==> config.mk <==
export PLATFORM = sky130hd
export DESIGN_NAME = external_pin_interrupts
export DESIGN_NICKNAME = d
export VERILOG_FILES = /design/src/common/ext_irq_pkg.sv /design/src/rtl/external_pin_interrupts.sv
export VERILOG_INCLUDE_DIRS = /design/src /design/src/common
export SDC_FILE = /design/constraint.sdc
export NUM_CORES = 1
export LEC_CHECK = 0
export BUFFER_PORTS_ARGS = -buffer_cell sky130_fd_sc_hd__buf_2
export CORE_ASPECT_RATIO = 0.5
export CORE_MARGIN = 2
export CORE_UTILIZATION = 32
export DETAILED_ROUTE_END_ITERATION = 12
export SLEW_MARGIN = 15
export SYNTH_ARGS = -nofsm -noshare
export SYNTH_HDL_FRONTEND = slang
export SYNTH_SLANG_ARGS = --single-unit
==> constraint.sdc <==
create_clock -name aclk -period 2.26 [get_ports aclk]
set_input_delay 0.339 -clock aclk [delete_from_list [all_inputs] [get_ports aclk]]
set_output_delay 0.339 -clock aclk [all_outputs]
set_load 0.005 [all_outputs]
==> src/common/ext_irq_map.svh <==
`ifndef EXT_IRQ_MAP_SVH
`define EXT_IRQ_MAP_SVH

// register indices; byte address is four times the index
`define IDX_EXT_LINE_ENABLE 10'h03d
`define IDX_EXT_LINE_FLAGS 10'h03c
`define IDX_SENSE_CONTROL 10'h069
`define IDX_PC_GROUP_ENABLE 10'h068
`define IDX_PC_FLAGS 10'h03b
`define IDX_GROUP_TWO_MASK 10'h06d
`define IDX_GROUP_ONE_MASK 10'h06c
`define IDX_GROUP_ZERO_MASK 10'h06b

// field positions
`define LINE0_SENSE_LSB 0
`define LINE1_SENSE_LSB 2
`define LINE0_BIT 0
`define LINE1_BIT 1

// reset values and used-bit masks
`define RESET_BYTE 8'h00
`define SENSE_USED 8'h0f
`define EXT_USED 8'h03
`define PC_USED 8'h07
`define MASK1_USED 8'h7f

// bus answers
`define RESP_OKAY 2'h0
`define RESP_DECERR 2'h3

`endif

==> src/common/ext_irq_pkg.sv <==
package ext_irq_pkg;

  // trigger selection for one dedicated line
  typedef enum logic [1:0] {
    SENSE_LOW_LEVEL = 2'b00,
    SENSE_ANY_CHANGE = 2'b01,
    SENSE_FALLING = 2'b10,
    SENSE_RISING = 2'b11
  } sense_mode_t;

  // one bit per interrupt vector
  typedef struct packed {
    logic group_two;
    logic group_one;
    logic group_zero;
    logic line_one;
    logic line_zero;
  } irq_vec_t;

endpackage

==> src/rtl/external_pin_interrupts.sv <==
// Decided for this implementation: register access over AXI4-Lite.
`timescale 1ns/1ps
`include "ext_irq_map.svh"
// What this block does
// - pins trigger even when driven as outputs
// - group two pins 23:16, one 14:8, zero 7:0
// - per-group masks pick contributing pins
// - pin-change detection needs no I/O clock
// - line one sense bits 3:2 select trigger
// - line zero sense bits 1:0, same encoding
// - level mode requests while pin stays low
// - edge recognition runs on I/O clock
// - low-level detection works without I/O clock
// - level dropped before start-up gives no request
// - pin sampled before edges; wide pulses caught
// - line enable and global bit gate requests
// - each dedicated line has its own vector
// - edge or change sets the line flag
// - flag clears on vector entry or write-one
// - line flag reads zero in level mode
// - group enables and global bit gate groups
// - each pin-change group has its own vector
// - change on pins 23:16 sets group two flag
// - unused mask, flag, control bits read zero
// - sense control upper four bits read zero
// - group one and zero flags behave alike
// - mask bit works only with group enable
module external_pin_interrupts #(
  parameter int ADDR_W = 12,
  parameter int CHANGE_PINS = 24
) (
  input wire logic aclk,
  input wire logic aresetn,
  input wire logic [ADDR_W-1:0] s_axi_awaddr,
  input wire logic s_axi_awvalid,
  output logic s_axi_awready,
  input wire logic [31:0] s_axi_wdata,
  input wire logic [3:0] s_axi_wstrb,
  input wire logic s_axi_wvalid,
  output logic s_axi_wready,
  output logic [1:0] s_axi_bresp,
  output logic s_axi_bvalid,
  input wire logic s_axi_bready,
  input wire logic [ADDR_W-1:0] s_axi_araddr,
  input wire logic s_axi_arvalid,
  output logic s_axi_arready,
  output logic [31:0] s_axi_rdata,
  output logic [1:0] s_axi_rresp,
  output logic s_axi_rvalid,
  input wire logic s_axi_rready,
  input wire logic [1:0] ext_line_pin,
  input wire logic [CHANGE_PINS-1:0] change_pin,
  input wire logic io_clk_en,
  input wire logic startup_done,
  input wire logic global_irq_enable,
  input wire ext_irq_pkg::irq_vec_t vector_taken,
  output ext_irq_pkg::irq_vec_t irq_req,
  output logic wake_req
);
  import ext_irq_pkg::*;

  // the word index is taken from address bits 11:2, so narrower buses cannot work
  if (ADDR_W < 12 || CHANGE_PINS != 24) begin : g_param_check
    $error("external_pin_interrupts: ADDR_W must be >= 12 and CHANGE_PINS 24");
  end

  logic [7:0] sense_control_reg, ext_line_enable_reg, ext_line_flags_reg;
  logic [7:0] pin_change_group_enable_reg, pin_change_flags_reg;
  logic [7:0] group_two_pin_mask_reg, group_one_pin_mask_reg, group_zero_pin_mask_reg;

  // bus slave state
  logic aw_full_reg, w_full_reg, wr_lane0_reg, awready_reg, wready_reg, bvalid_reg;
  logic arready_reg, rvalid_reg;
  logic [9:0] wr_index_reg;
  logic [7:0] wr_byte_reg;
  logic [1:0] bresp_reg, rresp_reg;
  logic [31:0] rdata_reg;

  // pin sampling state
  logic [1:0] line_meta_reg, line_sync_reg, line_sample_reg, line_prev_reg;
  logic [CHANGE_PINS-1:0] change_meta_reg, change_sync_reg, change_prev_reg;
  irq_vec_t irq_req_reg;
  logic wake_req_reg;

  logic aw_hs, w_hs, do_write, aw_full_next, w_full_next, bvalid_next, rd_hit, wr_hit;
  logic [9:0] rd_index;
  logic [7:0] rd_byte;
  logic [1:0] ext_flag_clear, line_level, line_edge;
  logic [2:0] pc_flag_clear, group_change;
  sense_mode_t line_mode [2];
  logic [CHANGE_PINS-1:0] pin_toggled;

  // write channel handshakes; address and data may arrive in either order
  assign aw_hs = s_axi_awvalid && awready_reg;
  assign w_hs = s_axi_wvalid && wready_reg;
  assign do_write = aw_full_reg && w_full_reg && !bvalid_reg;
  assign aw_full_next = do_write ? 1'b0 : (aw_full_reg || aw_hs);
  assign w_full_next = do_write ? 1'b0 : (w_full_reg || w_hs);
  assign bvalid_next = do_write || (bvalid_reg && !s_axi_bready);

  // write side: holds each half until the other arrives, then answers once
  always_ff @(posedge aclk) begin
    if (!aresetn) begin
      aw_full_reg <= 1'b0;
      w_full_reg <= 1'b0;
      wr_index_reg <= 10'h000;
      wr_byte_reg <= 8'h00;
      wr_lane0_reg <= 1'b0;
      awready_reg <= 1'b0;
      wready_reg <= 1'b0;
      bvalid_reg <= 1'b0;
      bresp_reg <= `RESP_OKAY;
    end else begin
      aw_full_reg <= aw_full_next;
      w_full_reg <= w_full_next;
      bvalid_reg <= bvalid_next;
      awready_reg <= !aw_full_next && !bvalid_next;
      wready_reg <= !w_full_next && !bvalid_next;
      if (aw_hs) begin
        wr_index_reg <= s_axi_awaddr[11:2];
      end
      if (w_hs) begin
        wr_byte_reg <= s_axi_wdata[7:0];
        wr_lane0_reg <= s_axi_wstrb[0];
      end
      if (do_write) begin
        bresp_reg <= wr_hit ? `RESP_OKAY : `RESP_DECERR;
      end
    end
  end

  // address decode for writes
  always_comb begin
    if (wr_index_reg == `IDX_SENSE_CONTROL) begin
      wr_hit = 1'b1;
    end else if (wr_index_reg == `IDX_EXT_LINE_ENABLE) begin
      wr_hit = 1'b1;
    end else if (wr_index_reg == `IDX_EXT_LINE_FLAGS) begin
      wr_hit = 1'b1;
    end else if (wr_index_reg == `IDX_PC_GROUP_ENABLE) begin
      wr_hit = 1'b1;
    end else if (wr_index_reg == `IDX_PC_FLAGS) begin
      wr_hit = 1'b1;
    end else if (wr_index_reg == `IDX_GROUP_TWO_MASK) begin
      wr_hit = 1'b1;
    end else if (wr_index_reg == `IDX_GROUP_ONE_MASK) begin
      wr_hit = 1'b1;
    end else if (wr_index_reg == `IDX_GROUP_ZERO_MASK) begin
      wr_hit = 1'b1;
    end else begin
      wr_hit = 1'b0;
    end
  end

  // control registers; unused bits never store, so they read zero
  always_ff @(posedge aclk) begin
    if (!aresetn) begin
      sense_control_reg <= `RESET_BYTE;
      ext_line_enable_reg <= `RESET_BYTE;
      pin_change_group_enable_reg <= `RESET_BYTE;
      group_two_pin_mask_reg <= `RESET_BYTE;
      group_one_pin_mask_reg <= `RESET_BYTE;
      group_zero_pin_mask_reg <= `RESET_BYTE;
    end else if (do_write && wr_lane0_reg) begin
      if (wr_index_reg == `IDX_SENSE_CONTROL) begin
        sense_control_reg <= wr_byte_reg & `SENSE_USED;
      end else if (wr_index_reg == `IDX_EXT_LINE_ENABLE) begin
        ext_line_enable_reg <= wr_byte_reg & `EXT_USED;
      end else if (wr_index_reg == `IDX_PC_GROUP_ENABLE) begin
        pin_change_group_enable_reg <= wr_byte_reg & `PC_USED;
      end else if (wr_index_reg == `IDX_GROUP_TWO_MASK) begin
        group_two_pin_mask_reg <= wr_byte_reg;
      end else if (wr_index_reg == `IDX_GROUP_ONE_MASK) begin
        group_one_pin_mask_reg <= wr_byte_reg & `MASK1_USED;
      end else if (wr_index_reg == `IDX_GROUP_ZERO_MASK) begin
        group_zero_pin_mask_reg <= wr_byte_reg;
      end
    end
  end

  // write-one clears, applied alongside vector entry
  assign ext_flag_clear = (do_write && wr_lane0_reg && wr_index_reg == `IDX_EXT_LINE_FLAGS)
                          ? wr_byte_reg[1:0] : 2'b00;
  assign pc_flag_clear = (do_write && wr_lane0_reg && wr_index_reg == `IDX_PC_FLAGS)
                         ? wr_byte_reg[2:0] : 3'b000;

  // read side: data is registered, answer the cycle after the address is taken
  assign rd_index = s_axi_araddr[11:2];

  always_comb begin
    rd_hit = 1'b1;
    if (rd_index == `IDX_SENSE_CONTROL) begin
      rd_byte = sense_control_reg;
    end else if (rd_index == `IDX_EXT_LINE_ENABLE) begin
      rd_byte = ext_line_enable_reg;
    end else if (rd_index == `IDX_EXT_LINE_FLAGS) begin
      rd_byte = ext_line_flags_reg;
    end else if (rd_index == `IDX_PC_GROUP_ENABLE) begin
      rd_byte = pin_change_group_enable_reg;
    end else if (rd_index == `IDX_PC_FLAGS) begin
      rd_byte = pin_change_flags_reg;
    end else if (rd_index == `IDX_GROUP_TWO_MASK) begin
      rd_byte = group_two_pin_mask_reg;
    end else if (rd_index == `IDX_GROUP_ONE_MASK) begin
      rd_byte = group_one_pin_mask_reg;
    end else if (rd_index == `IDX_GROUP_ZERO_MASK) begin
      rd_byte = group_zero_pin_mask_reg;
    end else begin
      rd_byte = 8'h00;
      rd_hit = 1'b0;
    end
  end

  always_ff @(posedge aclk) begin
    if (!aresetn) begin
      arready_reg <= 1'b0;
      rvalid_reg <= 1'b0;
      rresp_reg <= `RESP_OKAY;
      rdata_reg <= 32'h0000_0000;
    end else if (s_axi_arvalid && arready_reg) begin
      arready_reg <= 1'b0;
      rvalid_reg <= 1'b1;
      rresp_reg <= rd_hit ? `RESP_OKAY : `RESP_DECERR;
      rdata_reg <= {24'h00_0000, rd_byte};
    end else if (rvalid_reg && s_axi_rready) begin
      rvalid_reg <= 1'b0;
      arready_reg <= 1'b1;
    end else if (!rvalid_reg) begin
      arready_reg <= 1'b1;
    end
  end

  // two-flop synchronisers; pins are read as levels whatever their direction
  always_ff @(posedge aclk) begin
    if (!aresetn) begin
      line_meta_reg <= 2'b11;
      line_sync_reg <= 2'b11;
      change_meta_reg <= '0;
      change_sync_reg <= '0;
    end else begin
      line_meta_reg <= ext_line_pin;
      line_sync_reg <= line_meta_reg;
      change_meta_reg <= change_pin;
      change_sync_reg <= change_meta_reg;
    end
  end

  // edge sampling only advances while the I/O clock runs
  always_ff @(posedge aclk) begin
    if (!aresetn) begin
      line_sample_reg <= 2'b11;
      line_prev_reg <= 2'b11;
    end else if (io_clk_en) begin
      line_sample_reg <= line_sync_reg;
      line_prev_reg <= line_sample_reg;
    end
  end

  // trigger selection per dedicated line
  always_comb begin
    for (int i = 0; i < 2; i++) begin
      line_mode[i] = sense_mode_t'(sense_control_reg[2*i +: 2]);
      line_level[i] = !line_sync_reg[i];
      case (line_mode[i])
        SENSE_ANY_CHANGE: line_edge[i] = line_sample_reg[i] ^ line_prev_reg[i];
        SENSE_FALLING: line_edge[i] = line_prev_reg[i] && !line_sample_reg[i];
        SENSE_RISING: line_edge[i] = !line_prev_reg[i] && line_sample_reg[i];
        default: line_edge[i] = 1'b0;
      endcase
    end
  end

  // dedicated-line flags: a fresh edge beats a clear in the same cycle
  always_ff @(posedge aclk) begin
    if (!aresetn) begin
      ext_line_flags_reg <= `RESET_BYTE;
    end else begin
      for (int i = 0; i < 2; i++) begin
        if (line_mode[i] == SENSE_LOW_LEVEL) begin
          ext_line_flags_reg[i] <= 1'b0;
        end else begin
          ext_line_flags_reg[i] <= (ext_line_flags_reg[i] && !ext_flag_clear[i]
            && !(i == 0 ? vector_taken.line_zero : vector_taken.line_one))
            || (io_clk_en && line_edge[i]);
        end
      end
    end
  end

  // pin-change detection runs every cycle, independent of the I/O clock
  always_ff @(posedge aclk) begin
    if (!aresetn) begin
      change_prev_reg <= '0;
    end else begin
      change_prev_reg <= change_sync_reg;
    end
  end

  // a masked pin counts only while its group is enabled
  assign pin_toggled = change_sync_reg ^ change_prev_reg;
  assign group_change[2] = |(pin_toggled[23:16] & group_two_pin_mask_reg)
                           && pin_change_group_enable_reg[2];
  assign group_change[1] = |(pin_toggled[14:8] & group_one_pin_mask_reg[6:0])
                           && pin_change_group_enable_reg[1];
  assign group_change[0] = |(pin_toggled[7:0] & group_zero_pin_mask_reg)
                           && pin_change_group_enable_reg[0];

  // group flags: set wins over vector entry and write-one clear
  always_ff @(posedge aclk) begin
    if (!aresetn) begin
      pin_change_flags_reg <= `RESET_BYTE;
    end else begin
      pin_change_flags_reg[2] <= (pin_change_flags_reg[2] && !pc_flag_clear[2]
        && !vector_taken.group_two) || group_change[2];
      pin_change_flags_reg[1] <= (pin_change_flags_reg[1] && !pc_flag_clear[1]
        && !vector_taken.group_one) || group_change[1];
      pin_change_flags_reg[0] <= (pin_change_flags_reg[0] && !pc_flag_clear[0]
        && !vector_taken.group_zero) || group_change[0];
    end
  end

  // one request per vector; level lines wait for start-up to finish
  always_ff @(posedge aclk) begin
    if (!aresetn) begin
      irq_req_reg <= '0;
    end else begin
      irq_req_reg.line_zero <= global_irq_enable && ext_line_enable_reg[`LINE0_BIT]
        && ((line_mode[0] == SENSE_LOW_LEVEL) ? (line_level[0] && startup_done)
        : ext_line_flags_reg[0]);
      irq_req_reg.line_one <= global_irq_enable && ext_line_enable_reg[`LINE1_BIT]
        && ((line_mode[1] == SENSE_LOW_LEVEL) ? (line_level[1] && startup_done)
        : ext_line_flags_reg[1]);
      irq_req_reg.group_two <= global_irq_enable && pin_change_group_enable_reg[2]
        && pin_change_flags_reg[2];
      irq_req_reg.group_one <= global_irq_enable && pin_change_group_enable_reg[1]
        && pin_change_flags_reg[1];
      irq_req_reg.group_zero <= global_irq_enable && pin_change_group_enable_reg[0]
        && pin_change_flags_reg[0];
    end
  end

  // wake needs no I/O clock: held-low enabled level lines or pin changes
  always_ff @(posedge aclk) begin
    if (!aresetn) begin
      wake_req_reg <= 1'b0;
    end else begin
      wake_req_reg <= (|group_change)
        || (ext_line_enable_reg[0] && line_mode[0] == SENSE_LOW_LEVEL && line_level[0])
        || (ext_line_enable_reg[1] && line_mode[1] == SENSE_LOW_LEVEL
        && line_level[1]);
    end
  end

  assign s_axi_awready = awready_reg;
  assign s_axi_wready = wready_reg;
  assign s_axi_bvalid = bvalid_reg;
  assign s_axi_bresp = bresp_reg;
  assign s_axi_arready = arready_reg;
  assign s_axi_rvalid = rvalid_reg;
  assign s_axi_rresp = rresp_reg;
  assign s_axi_rdata = rdata_reg;
  assign irq_req = irq_req_reg;
  assign wake_req = wake_req_reg;

endmodule // external_pin_interrupts

Word level (Yosys, flattened, before mapping):

Cells that the tools add are included.

* eq/ne operators: 23
* mux-type cells: 38
* bitwise logic cells: 12
* reductions and logical operators: 94

Operators by type and width (number)
* $eq 10x7->1 const B: 10
* $mux 8: 8
* $eq 10x6->1 const B: 6
* $logic_and 1x1->1: 47
* $mux 1: 24
* $xor 24x24->24: 1
* $logic_not 1->1: 21
* $and 8x8->8: 2
* $reduce_or 8->1: 2
* $logic_or 1x1->1: 10
* $eq 2x2->1 const B: 4
* $and 7x7->7: 1
* $reduce_and 7->1: 1
* $reduce_or 7->1: 1
* $mux 2: 3
* $not 1->1: 6
* $pmux 1 s3: 2
* $reduce_and 6->1: 1
* $reduce_or 2->1: 3
* $reduce_and 5->1: 1
* $eq 2x1->1 const B: 2
* $logic_not 2->1: 2
* $reduce_and 4->1: 1
* $mux 3: 1
* other kinds (6): 7

* flip-flop bits (word level): 161
* input bits: 101
* output and inout port bits: 47

Longest topological paths before layout:

* depth in word-level cells: 10
* depth in mapped cells: 7
* gate-level depth less buffers: 7

Least setup slack after synthesis:

OpenSTA, ideal clock, no wires.

* path kind: register to register
* start point: reg bvalid_reg (netlist: s_axi_bvalid)
* end point: reg sense_control_reg[1]
* data arrival time: 1.566 ns
* required time: 2.144 ns
* setup slack: 0.578 ns
* cell stages (with the launch flop): 8
* path buffers: 2
* period minus slack after synthesis: 1.682 ns
* path through: dfxtp_1 > and3b_1 > buf_4 > nand4_4 > or4b_4 > buf_6 > mux2i_1 > nor2b_1

* longest elaborated chain between the ends: 4

RTL lines
* start, declared: line external_pin_interrupts.sv:72 `logic aw_full_reg, w_full_reg, wr_lane0_reg, awready_reg, wready_reg, bvalid_reg;`
* start signal, assigned: line external_pin_interrupts.sv:116 `bvalid_reg <= bvalid_next;`
* $logic_not 1->1: line external_pin_interrupts.sv:96 `assign do_write = aw_full_reg && w_full_reg && !bvalid_reg;`
* $logic_and 1x1->1: line external_pin_interrupts.sv:96
* $logic_and 1x1->1: line external_pin_interrupts.sv:164 `end else if (do_write && wr_lane0_reg) begin`
* $reduce_and 2->1 (no line)
* end signal, assigned: line external_pin_interrupts.sv:158 `` sense_control_reg <= `RESET_BYTE; ``
* end signal, assigned: line external_pin_interrupts.sv:166 `` sense_control_reg <= wr_byte_reg & `SENSE_USED; ``
* end, declared: line external_pin_interrupts.sv:67 `logic [7:0] sense_control_reg, ext_line_enable_reg, ext_line_flags_reg;`

No other way between the ends.
A chain may end at the register's enable or synchronous reset.

Worst setup path after layout:

* start point: reg aw_full_reg
* end point: reg group_one_pin_mask_reg[4]

* longest elaborated chain between the ends: 4

RTL lines
* start, declared: line external_pin_interrupts.sv:72
* start signal, assigned: line external_pin_interrupts.sv:114 `aw_full_reg <= aw_full_next;`
* $logic_and 1x1->1 (2 in series): line external_pin_interrupts.sv:96
* $logic_and 1x1->1: line external_pin_interrupts.sv:164
* $reduce_and 6->1 (no line)
* end signal, assigned: line external_pin_interrupts.sv:162 `` group_one_pin_mask_reg <= `RESET_BYTE; ``
* end signal, assigned: line external_pin_interrupts.sv:174 `` group_one_pin_mask_reg <= wr_byte_reg & `MASK1_USED; ``
* end, declared: line external_pin_interrupts.sv:69 `logic [7:0] group_two_pin_mask_reg, group_one_pin_mask_reg, group_zero_pin_mask_reg;`

No other way between the ends.

==> impl_metrics.ini <==
[synth]
ys_seq_elements = 156
synth_xor_area_share_pct = 3.19
muxShareOfSynthArea_pct = 4.68
yosysTopAreaCell = dfxtp_1
ys_warn_count = 0
syn_area_sq_um = 6310
synth_cell_types = 58
synth-compound-area-share_pct = 13.7
yosys-top-cells-area = dfxtp_1 49%, and2_1 7.3%, nand2_1 4.3%, mux2i_1 4.0%, a21boi_0 3.6%
ys_seq_area_share_pct = 49.5
synth_fa_ha_area_share_pct = 0.793
syn_avg_cell_area_sq_um = 9.62
yosysTopAreaCellShare_pct = 49.5
syn_inst = 656
synth_top_family_by_area = simple AND/OR/NAND/NOR gates
synth-simple-area-share_pct = 22.1
synth_edf_count = 0
synthArstFlopShare_pct = 0
synth_ff_type = dfxtp_1

[grt]
grt_max_degree = 93
overflow = 0
grt_usage_pct = 13.6
grt_pass1_wl_um = 22400
antenna_found_initial = 0
grt_pass1_vias = 4424

[floorplan]
rows = 36
ios = 148
fp.coreArea_sq_um = 19400
die_width_um = 203
die-area_sq_um = 20900
initial_core_util_pct = 32.5
die_y_um = 103

[pwr]
internal_power_uw = 4770
seqPwrFrac_pct = 46.7
p_leak_uw = 0.00322
power.share.clock_pct = 48.2
power-per-cell-area_nw_per_um2 = 823
p_sw_uw = 1430
power_frac_comb_pct = 5.1
vdd_drop_max_mv = 0.443
swShare_pct = 23.1

[status]
outcome = completed

[clock_tree]
post-cts-setup-buffers = 0
clk_pin_slew_ps = 60
ctsHoldBuffers = 0
numCtsBuffers = 17
clock_sinks = 156
cts_max_path_buffers = 2
cts_tree = yes
cts-root-buf = clkbuf_16
insertion_delay_ps = 420
postCtsResizedCells = 0
cts_max_level = 4

[route]
routedWlPerCell_um = 13.7
met2_length_um = 6120
ant_nets = 0
routed.top_layer = met4
wl_met1_um = 7050
vias = 4662
dr.first_iter.drc_count = 345
viasPerCell = 4.59
drtPass1Iterations = 5
wl_um = 13900
dr_wl_met3_um = 582
post-route-drc-count = 0

[setup_path]
endpoint_kind = register
worstRegToRegCells = 5
path_class = register to register
startpoint = aw_full_reg
crit_path_start_kind = register
critical_path_required_ps = 2560
crit-reg2reg-launch = aw_full_reg
arrival_ps = 2310
path_max_fanout = 13
rr_endpoint = group_one_pin_mask_reg[4]
regToRegSetupSlack_ps = 260

[final_layout]
fin_area_sq_um = 7530
n_antenna_cell = 0
fillers = 1933
multi_input_area_sq_um = 2890
seqCellArea_sq_um = 3120
drive_gt1_share_pct = 18.8
nNetsFinal = 842
area_delta_synth_final_pct = 19.4

[timing]
worst_slew_pin_slew_ps = 649
timing.final.crit_share_pct = 88.6
period_minus_slack_ps = 2000
hold_viol = 0
fin_setup_tns_ps = 0
fmax_ghz = 0.499
rsz0062_at_grt = false
maxSlewHeadroom_pct = 56.6
slew_violations = 0
setup_viol = 0
fin_skew_ps = 10.1

[worst_hold_path]
hp-start = ext_line_pin[1]
min_path_cells = 2
holdPathEnd = line_meta_reg[1]
hold_class = input pin to register

[place]
dp_hpwl_um = 10200
port_buffers = 91
placed_cell_area_sq_um = 6910
globalplace.congestion = 0.895

[run]
maxCapViolations = 0
[logic make-up (layout without fill, tap and decap cells)]
| group | after synthesis | after routing |
|---|---|---|
| compound gates | 128 | 128 |
| buf+inv | 71 | 142 |
| fa+ha+maj | 4 | 4 |
| flops | 156 | 156 |
| xor+xnor | 23 | 23 |
| simple gates | 244 | 244 |
| other cells | 1 | 24 |
| mux | 29 | 29 |
[Yosys cell counts, drive strengths merged (6+ instances only)]
master	count
xor2	23
nand2	72
clkbuf	23
and2	76
a21boi	30
mux2i	25
nor2	14
inv	14
a22oi	14
nor2b	31
o21ai	35
a21oi	13
and3	6
o21a	6
nand3	8
dfxtp	156
nand2b	11
buf	34
[worst max-delay path: stages (launching register included)]
cell     delay, ps
dfxtp_1        360
and3b_1        330
nand4_4        270
or3_1          620
mux2i_1        240
nor2b_1         60
[through the flow]
stage	total power (uW)	hold slack [ps]	cells	util, %	worst slack, ps
floorplan	3160	386	679	-	578
global route	6440	114	1016	38.8	143
finish	6200	121	1016	38.8	257
CTS	6260	118	1016	38.8	254
detailed placement	3270	404	984	35.6	282
global placement	3270	400	984	35.6	342
[layer usage]
layer / up-vias / track usage, %
li1: 2335 / -
met3: 14 / 2.98
met1: 2195 / 18.9
met5: - / 0
met4: 0 / 4.77
met2: 118 / 21.1
[power by group through the flow]
stage / clock network [uW] / logic (uW) / registers (uW)
6_report: 2990 / 315 / 2890
5_1_grt: 3170 / 361 / 2900
4_1_cts: 3050 / 320 / 2890
3_5_place_dp: 0 / 319 / 2960
3_3_place_gp: 0 / 313 / 2950
2_1_floorplan: 0 / 229 / 2940
[area by class of cell]
| type | count | share of cell area [%] |
|---|---|---|
| Timing Repair Buffer | 96 | 6.71 |
| Multi-Input combinational cell | 452 | 38.4 |
| Inverter | 14 | 0.697 |
| Clock inverter | 14 | 2.62 |
| Clock buffer | 18 | 5.70 |
| Tap cell | 266 | 4.42 |
| Sequential cell | 156 | 41.4 |
[worst max path at each step]
| stage | to | slack, ps |
|---|---|---|
| 2_1_floorplan | sense_control_reg[1] | 580 |
| 6_report | group_one_pin_mask_reg[4] | 260 |
| 5_1_grt | group_two_pin_mask_reg[5] | 140 |
| 4_1_cts | group_one_pin_mask_reg[4] | 250 |
| 3_5_place_dp | group_one_pin_mask_reg[5] | 280 |
| 3_3_place_gp | group_one_pin_mask_reg[5] | 340 |
[cell usage in the layout (no fill, tap or decap), drive strengths merged, types with 6 or more instances in the layout]
master    n
and2     76
mux2i    25
nand2    72
clkbuf   18
a21boi   30
xor2     23
o21a      6
inv      21
nor2b    31
dfxtp   156
o21ai    35
a22oi    14
conb     24
buf      96
nor2     14
nand3     8
and3      6
nand2b   11
a21oi    13
(Power assumes the default switching activity.)
